[config.mk]
export PLATFORM = sky130hd
export DESIGN_NAME = lsiu_top
export DESIGN_NICKNAME = d
export VERILOG_FILES = /design/src/lsiu_top.v /design/src/lsiu_sync2.v /design/src/lsiu_status_reg.v
export VERILOG_INCLUDE_DIRS = /design/src
export SDC_FILE = /design/constraint.sdc
export NUM_CORES = 1
export LEC_CHECK = 0
export ABC_AREA = 1
export BUFFER_PORTS_ARGS = -buffer_cell sky130_fd_sc_hd__buf_2
export CORE_UTILIZATION = 48
export DETAILED_ROUTE_END_ITERATION = 8
export GPL_TIMING_DRIVEN = 0
export PLACE_DENSITY = 0.67
export SETUP_SLACK_MARGIN = 0.5
export SYNTH_ARGS = -nofsm -noshare
export SYNTH_HDL_FRONTEND = slang
export SYNTH_HIERARCHICAL = 1
export SYNTH_SLANG_ARGS = --single-unit
[constraint.sdc]
create_clock -name clk -period 2.2 [get_ports clk]
set_input_delay 0.44 -clock clk [delete_from_list [all_inputs] [get_ports clk]]
set_output_delay 0.44 -clock clk [all_outputs]
set_load 0.02 [all_outputs]
[src/lsiu_defs.vh]
// register map, reset value and unmapped read value of the latched status interrupt unit
`ifndef LSIU_DEFS_VH
`define LSIU_DEFS_VH
`define LSIU_OFF_SUMMARY 8'h13
`define LSIU_OFF_SR1 8'h20
`define LSIU_OFF_SR2 8'h21
`define LSIU_OFF_SR3 8'h22
`define LSIU_OFF_SR4 8'h23
`define LSIU_OFF_INTERRUPT_MASK_ONE 8'h24
`define LSIU_OFF_IMR2 8'h25
`define LSIU_OFF_IMR3 8'h26
`define LSIU_OFF_IMR4 8'h27
`define LSIU_OFF_INFO 8'h28
`define LSIU_OFF_SYNC 8'h29
`define LSIU_OFF_DBLSEL1 8'h2A
`define LSIU_OFF_DBLSEL2 8'h2B
`define LSIU_OFF_DBLSEL3 8'h2C
`define LSIU_OFF_DBLSEL4 8'h2D
`define LSIU_RST_BYTE 8'h00
`define LSIU_UNMAPPED_DATA 32'h0000_0000
`endif

[src/lsiu_top.v]
// latched status interrupt unit: four status registers, masks, summary, info, avalon slave
// Operation
// - each status register owns a mask register, one mask bit per status bit
// - only status register bits can drive the interrupt output
// - reset clears every writable register to zero, masking all interrupts
// - a status bit interrupts only when its mask bit is one
// - a status bit latches to one on its event and holds until read
// - an event bit clears when read and sets only on a new event
// - a condition bit without its double select stays one after read while its alarm persists
// - writing one to a status bit refreshes it with latest info and clears it
// - writing zero to a status bit leaves its readable value unchanged
// - some conditions have a set-on-entry bit and a separate clear event bit
// - double bits interrupt both when the condition begins and when it ends
// - information register latches like status but never interrupts
// - sync info register is read-only, unlatched, real time, needs no select write
// - summary bits 0..3 flag status registers one..four, bits 4..7 read zero
`timescale 1ns/1ps
`include "lsiu_defs.vh"
module lsiu_top #(
  parameter W = 8,
  parameter [W-1:0] SR1_COND = 8'h0F,
  parameter [W-1:0] SR2_COND = 8'h0F,
  parameter [W-1:0] SR3_COND = 8'h0F,
  parameter [W-1:0] SR4_COND = 8'h0F,
  parameter [W-1:0] INFO_COND = 8'h0F
) (
  input wire clk,
  input wire srst,
  input wire [7:0] avs_address,
  input wire avs_read,
  input wire avs_write,
  input wire [31:0] avs_writedata,
  input wire [3:0] avs_byteenable,
  output reg [31:0] avs_readdata,
  output reg avs_waitrequest,
  output reg irq,
  input wire [W-1:0] status_reg_one_src,
  input wire [W-1:0] status_reg_two_src,
  input wire [W-1:0] status_reg_three_src,
  input wire [W-1:0] status_reg_four_src,
  input wire [W-1:0] info_src,
  input wire [W-1:0] e1_sync_realtime_info_src,
  input wire loss_of_frame,
  output reg [3:0] interrupt_source_summary
);
  reg [W-1:0] mask_ff [0:3];
  reg [W-1:0] dbl_ff [0:3];
  reg ack_ff;
  reg lof_dly_ff;
  wire [W-1:0] src_s [0:4];
  wire [W-1:0] sync_rt;
  wire lof_s;
  wire [W-1:0] rd_view [0:4];
  wire [W-1:0] lat [0:4];
  wire [W-1:0] sr2_src;
  wire acc;
  wire wr_lane0;
  reg [3:0] nxt_summary;
  reg [31:0] nxt_rdata;
  integer i;

  // request seen while still waiting; a write commits only at its completion edge
  assign acc = (avs_read | avs_write) & avs_waitrequest;
  assign wr_lane0 = avs_write & avs_byteenable[0] & ~avs_waitrequest;

  // all external sources are asynchronous; two flops before use
  lsiu_sync2 #(.W(6 * W + 1)) u_sync (
    .clk(clk),
    .srst(srst),
    .d({status_reg_one_src, status_reg_two_src, status_reg_three_src,
        status_reg_four_src, info_src, e1_sync_realtime_info_src, loss_of_frame}),
    .q({src_s[0], src_s[1], src_s[2], src_s[3], src_s[4], sync_rt, lof_s})
  );

  // status two: bit0 condition on entering frame loss, bit4 event on regaining sync
  assign sr2_src = {src_s[1][7:5], ~lof_s & lof_dly_ff, src_s[1][3:1], lof_s};

  function sel_hit;
    input [7:0] addr;
    input [7:0] off;
    begin
      sel_hit = (addr == off);
    end
  endfunction

  genvar g;
  generate
    for (g = 0; g < 5; g = g + 1) begin : g_sr
      wire [W-1:0] lvl;
      wire [W-1:0] cm;
      wire [7:0] off;
      wire [W-1:0] dm;
      localparam [7:0] IDX = g;
      assign lvl = (g == 1) ? sr2_src : src_s[g];
      assign cm = (g == 0) ? SR1_COND : (g == 1) ? SR2_COND : (g == 2) ? SR3_COND :
                  (g == 3) ? SR4_COND : INFO_COND;
      assign off = (g == 4) ? `LSIU_OFF_INFO : (`LSIU_OFF_SR1 + IDX);
      // info register has no double-edge select, so no index past the last one
      if (g == 4) begin : g_nodbl
        assign dm = {W{1'b0}};
      end else begin : g_dbl
        assign dm = dbl_ff[g];
      end
      // info register latches the same way but has no mask path
      lsiu_status_reg #(.W(W)) u_sr (
        .clk(clk),
        .srst(srst),
        .evt_level(lvl),
        .cond_mask(cm),
        .dbl_mask(dm),
        .sel_wr(wr_lane0 & sel_hit(avs_address, off)),
        .sel_data(avs_writedata[W-1:0]),
        .read_ff(rd_view[g]),
        .latch_bits(lat[g])
      );
    end
  endgenerate

  // masks and double-edge selects; summary read never touches status state
  always @(posedge clk) begin
    if (srst) begin
      for (i = 0; i < 4; i = i + 1) begin
        mask_ff[i] <= `LSIU_RST_BYTE;
        dbl_ff[i] <= `LSIU_RST_BYTE;
      end
      lof_dly_ff <= 1'b0;
    end else begin
      lof_dly_ff <= lof_s;
      for (i = 0; i < 4; i = i + 1) begin
        if (wr_lane0 && sel_hit(avs_address, `LSIU_OFF_INTERRUPT_MASK_ONE + i[7:0])) begin
          mask_ff[i] <= avs_writedata[W-1:0];
        end
        if (wr_lane0 && sel_hit(avs_address, `LSIU_OFF_DBLSEL1 + i[7:0])) begin
          dbl_ff[i] <= avs_writedata[W-1:0];
        end
      end
    end
  end

  // summary flags from latched status and masks only; info never contributes
  always @* begin
    for (i = 0; i < 4; i = i + 1) begin
      nxt_summary[i] = |(lat[i] & mask_ff[i]);
    end
  end

  // read mux; status reads show the selected view, sync info is live
  always @* begin
    nxt_rdata = `LSIU_UNMAPPED_DATA;
    case (avs_address)
      `LSIU_OFF_SUMMARY: nxt_rdata = {28'h000_0000, interrupt_source_summary};
      `LSIU_OFF_SR1: nxt_rdata = {24'h00_0000, rd_view[0]};
      `LSIU_OFF_SR2: nxt_rdata = {24'h00_0000, rd_view[1]};
      `LSIU_OFF_SR3: nxt_rdata = {24'h00_0000, rd_view[2]};
      `LSIU_OFF_SR4: nxt_rdata = {24'h00_0000, rd_view[3]};
      `LSIU_OFF_INTERRUPT_MASK_ONE: nxt_rdata = {24'h00_0000, mask_ff[0]};
      `LSIU_OFF_IMR2: nxt_rdata = {24'h00_0000, mask_ff[1]};
      `LSIU_OFF_IMR3: nxt_rdata = {24'h00_0000, mask_ff[2]};
      `LSIU_OFF_IMR4: nxt_rdata = {24'h00_0000, mask_ff[3]};
      `LSIU_OFF_INFO: nxt_rdata = {24'h00_0000, rd_view[4]};
      `LSIU_OFF_SYNC: nxt_rdata = {24'h00_0000, sync_rt};
      `LSIU_OFF_DBLSEL1: nxt_rdata = {24'h00_0000, dbl_ff[0]};
      `LSIU_OFF_DBLSEL2: nxt_rdata = {24'h00_0000, dbl_ff[1]};
      `LSIU_OFF_DBLSEL3: nxt_rdata = {24'h00_0000, dbl_ff[2]};
      `LSIU_OFF_DBLSEL4: nxt_rdata = {24'h00_0000, dbl_ff[3]};
      default: nxt_rdata = `LSIU_UNMAPPED_DATA;
    endcase
  end

  // one wait cycle per access so the status view written last cycle is visible
  always @(posedge clk) begin
    if (srst) begin
      ack_ff <= 1'b0;
      avs_waitrequest <= 1'b1;
      avs_readdata <= 32'h0000_0000;
      irq <= 1'b0;
      interrupt_source_summary <= 4'h0;
    end else begin
      interrupt_source_summary <= nxt_summary;
      irq <= |nxt_summary;
      ack_ff <= acc & ~ack_ff;
      avs_waitrequest <= ~(acc & ~ack_ff);
      if (acc & ~ack_ff & avs_read) begin
        avs_readdata <= nxt_rdata;
      end
    end
  end
endmodule // lsiu_top

[src/lsiu_sync2.v]
// two-flop synchroniser for a bus of asynchronous inputs
`timescale 1ns/1ps
module lsiu_sync2 #(
  parameter W = 8
) (
  input wire clk,
  input wire srst,
  input wire [W-1:0] d,
  output reg [W-1:0] q
);
  reg [W-1:0] meta_ff;

  // first stage feeds only the second stage
  always @(posedge clk) begin
    if (srst) begin
      meta_ff <= {W{1'b0}};
      q <= {W{1'b0}};
    end else begin
      meta_ff <= d;
      q <= meta_ff;
    end
  end
endmodule // lsiu_sync2

[src/lsiu_status_reg.v]
// one latched status register with write-select read-and-clear and edge capture
`timescale 1ns/1ps
module lsiu_status_reg #(
  parameter W = 8
) (
  input wire clk,
  input wire srst,
  input wire [W-1:0] evt_level,
  input wire [W-1:0] cond_mask,
  input wire [W-1:0] dbl_mask,
  input wire sel_wr,
  input wire [W-1:0] sel_data,
  output reg [W-1:0] read_ff,
  output wire [W-1:0] latch_bits
);
  reg [W-1:0] prev_ff;
  reg [W-1:0] latch_ff;
  reg [W-1:0] nxt_latch;
  wire [W-1:0] rise;
  wire [W-1:0] fall;
  wire [W-1:0] hit;

  assign rise = evt_level & ~prev_ff;
  assign fall = ~evt_level & prev_ff;
  // events latch on rising edge, double bits also on the falling edge
  assign hit = rise | (fall & cond_mask & dbl_mask);
  assign latch_bits = latch_ff;

  // clear only selected bits; a new hit wins over the clear; a condition without double select stays while present
  always @* begin
    nxt_latch = latch_ff;
    if (sel_wr) begin
      nxt_latch = latch_ff & ~sel_data;
    end
    nxt_latch = nxt_latch | hit | (evt_level & cond_mask & ~dbl_mask);
  end

  always @(posedge clk) begin
    if (srst) begin
      prev_ff <= {W{1'b0}};
      latch_ff <= {W{1'b0}};
      read_ff <= {W{1'b0}};
    end else begin
      prev_ff <= evt_level;
      latch_ff <= nxt_latch;
      // selected bits copy the latest latch, others hold their old view
      if (sel_wr) begin
        read_ff <= (read_ff & ~sel_data) | (latch_ff & sel_data);
      end
    end
  end
endmodule // lsiu_status_reg

==> results.py <==
metrics = {
    "layout": {
        "nFillCells": 2433,
        "antenna-diode-count": 0,
        "final_cells": 2187,
        "final_design_area_no_fill_mm2": 0.01518,
        "area_delta_synth_final_pct": 18.91,
        "nNetsFinal": 1925,
        "final_layout_size_suffix_gt1_frac": 0.1847,
    },
    "sta": {
        "final.period_utilization": 0.7499,
        "tightestPinTransition_ps": 827.7,
        "fmax_mhz": 606.1,
        "whs_ps": 75.79,
        "setup_violations": 0,
        "fin_skew_ps": 15.73,
        "rsz0062_at_grt": "no",
        "setup_ws_ps": 550.2,
        "hold_viol": 0,
        "slew_viol_final": 0,
        "period_needed_ps": 1650,
        "slew_headroom": 0.4482,
    },
    "worst_setup_path": {
        "crit_slowest_cell": "nand4_1",
        "crit_chain": "buf_2 -> inv_12 -> nand2_4 -> nor2_4 -> buf_6 -> buf_4 -> buf_2 -> nand4_1 -> nor2_1",
        "end_kind": "flip-flop",
        "crit_type": "in2reg",
        "worstPathRequired_ps": 2600,
        "cpPeakStageDelay_ps": 460,
        "worst_setup_path_start_kind": "input port",
        "path_max_fanout": 10,
        "cp_common_cell": "buf_2",
        "cp.arrival_ps": 2050,
    },
    "global_route": {
        "grt_pass1_vias": 9848,
        "grt_max_degree": 38,
        "grt_pass1_wl_um": 52580,
        "track_usage": 0.2568,
        "overflow": 0,
        "antenna_found_initial": 0,
    },
    "place": {
        "gp_congestion": 0.9855,
        "place_ws_ps": -837.2,
        "placed_area_mm2": 0.01402,
        "hpwlAfterDp_um": 24980,
        "port_buffers": 81,
        "dp_cells": 2125,
    },
    "synthesis": {
        "synth_warnings": 6,
        "netlist_area_mm2": 0.01276,
        "synth_cells": 1631,
        "syn_area_per_cell_um2": 7.825,
    },
    "floorplanning": {
        "core_area_mm2": 0.02606,
        "ios": 135,
        "die_area_mm2": 0.02724,
        "die_h_um": 165.1,
        "fp.dieW_um": 165.1,
        "rows": 59,
        "start_util": 0.4897,
    },
    "pwr": {
        "swShare": 0.2358,
        "power.internal_uw": 9176,
        "comb_power_share": 0.069,
        "seqPwrFrac": 0.486,
        "clockPowerShare": 0.445,
        "p_leak_uw": 0.006883,
        "power_uw": 12010,
        "vdd_drop_max_v": 0.0005825,
        "p_sw_uw": 2831,
        "cellPowerDensity_mw_per_mm2": 791.2,
    },
    "detailed_routing": {
        "drt_pass1_iterations": 6,
        "wire_per_inst_um": 15.81,
        "detail-route-antenna-nets": 0,
        "drt_iter0_markers": 929,
        "viasPerCell": 4.905,
        "drt_wl_total_um": 34580,
        "drc": 0,
        "vias": 10730,
    },
    "cts": {
        "clk_path_buf_depth": 3,
        "clock_sinks": 294,
        "path_clk_slew_ps": 60,
        "tritoncts": "done",
        "clkLatencyLatePin_ps": 560,
        "hold_buffers": 0,
        "cts_htree_levels": 1,
        "numCtsBuffers": 31,
        "root_buffer": "clkbuf_16",
    },
    "status": {
        "status": "completed",
    },
    "run": {
        "max-cap-violations": 0,
    },
    "hold_path": {
        "hold_class": "in2reg",
    },
}
[worst max-delay path, delay by kind of cell]
family                 cells  cell delay, ps
and+or+nand+nor            4             870
buffers and inverters      5             720
[routing by layer]
layer / GRT usage / vias to the layer above / wire length, um
met5: 0 / - / 0
met4: 0.08716 / 0 / 1154
met3: 0.05445 / 78 / 3470
met2: 0.4074 / 438 / 15240
met1: 0.3463 / 4842 / 14710
li1: - / 5369 / -
[cells in the final DEF (no fill, tap or decap), types with 3 or more instances in the layout]
cell	n
clkinv_2	6
inv_2	5
edfxtp_1	64
bufinv_16	3
nand2_4	11
clkbuf_16	32
buf_4	42
nor2_2	4
buf_2	96
a22o_1	6
nand2_2	24
a221oi_1	4
a21oi_1	36
nand3_2	12
buf_6	12
clkbuf_8	6
conb_1	80
inv_1	229
nor2_1	227
a21oi_2	55
nand3_1	196
nor2_4	11
nand4_1	9
nor4_2	3
dfxtp_1	230
nand2_1	419
buf_12	6
clkbuf_1	7
[final timing paths]
path | to | slack (ps) | from | cells after the start
hold reg to reg | u_sync/q[40]$_SDFF_PP0_ | 400 | u_sync/meta_ff[40]$_SDFF_PP0_ | 2
setup reg to reg | dbl_ff[0][5]$_SDFFCE_PN0P_ | 610 | avs_waitrequest$_SDFF_PP1_ | 6
hold / removal | u_sync/meta_ff[29]$_SDFF_PP0_ | 80 | status_reg_three_src[4] | 3
setup / recovery | dbl_ff[0][2]$_SDFFCE_PN0P_ | 550 | avs_address[7] | 9
[layout make-up]
| cell class | instances | area, um2 | share of cell area |
|---|---|---|---|
| sequential | 294 | 6526 | 0.4300 |
| multi-input combinational | 1103 | 5175 | 0.3410 |
| inverter | 239 | 925.9 | 0.06101 |
| clock buffer | 45 | 909.6 | 0.05994 |
| buffer | 73 | 625.6 | 0.04122 |
| timing repair buffer | 86 | 449.2 | 0.02960 |
| tap | 335 | 419.2 | 0.02762 |
| clock inverter | 12 | 145.1 | 0.009564 |
[stage by stage]
step	TNS, ps	util
floorplan	0	-
global placement	-73200	0.5381
detailed placement	-76680	0.5381
CTS	0	0.5812
global route	0	0.5824
finish	0	0.5824
[power groups by stage]
stage / logic [uW] / clock network, uW / registers [uW]
global placement: 790 / 0 / 5940
floorplan: 504 / 0 / 5920
global route: 916 / 5640 / 5850
finish: 831 / 5340 / 5830
detailed placement: 802 / 0 / 5950
CTS: 814 / 5430 / 5830
[what timing repair did]
action / in CTS / in global routing
buffers inserted: 4 / 1
resized for setup: 15 / 4
setup endpoints to repair: 160 / 99
Power figures use the tool's default switching activity.
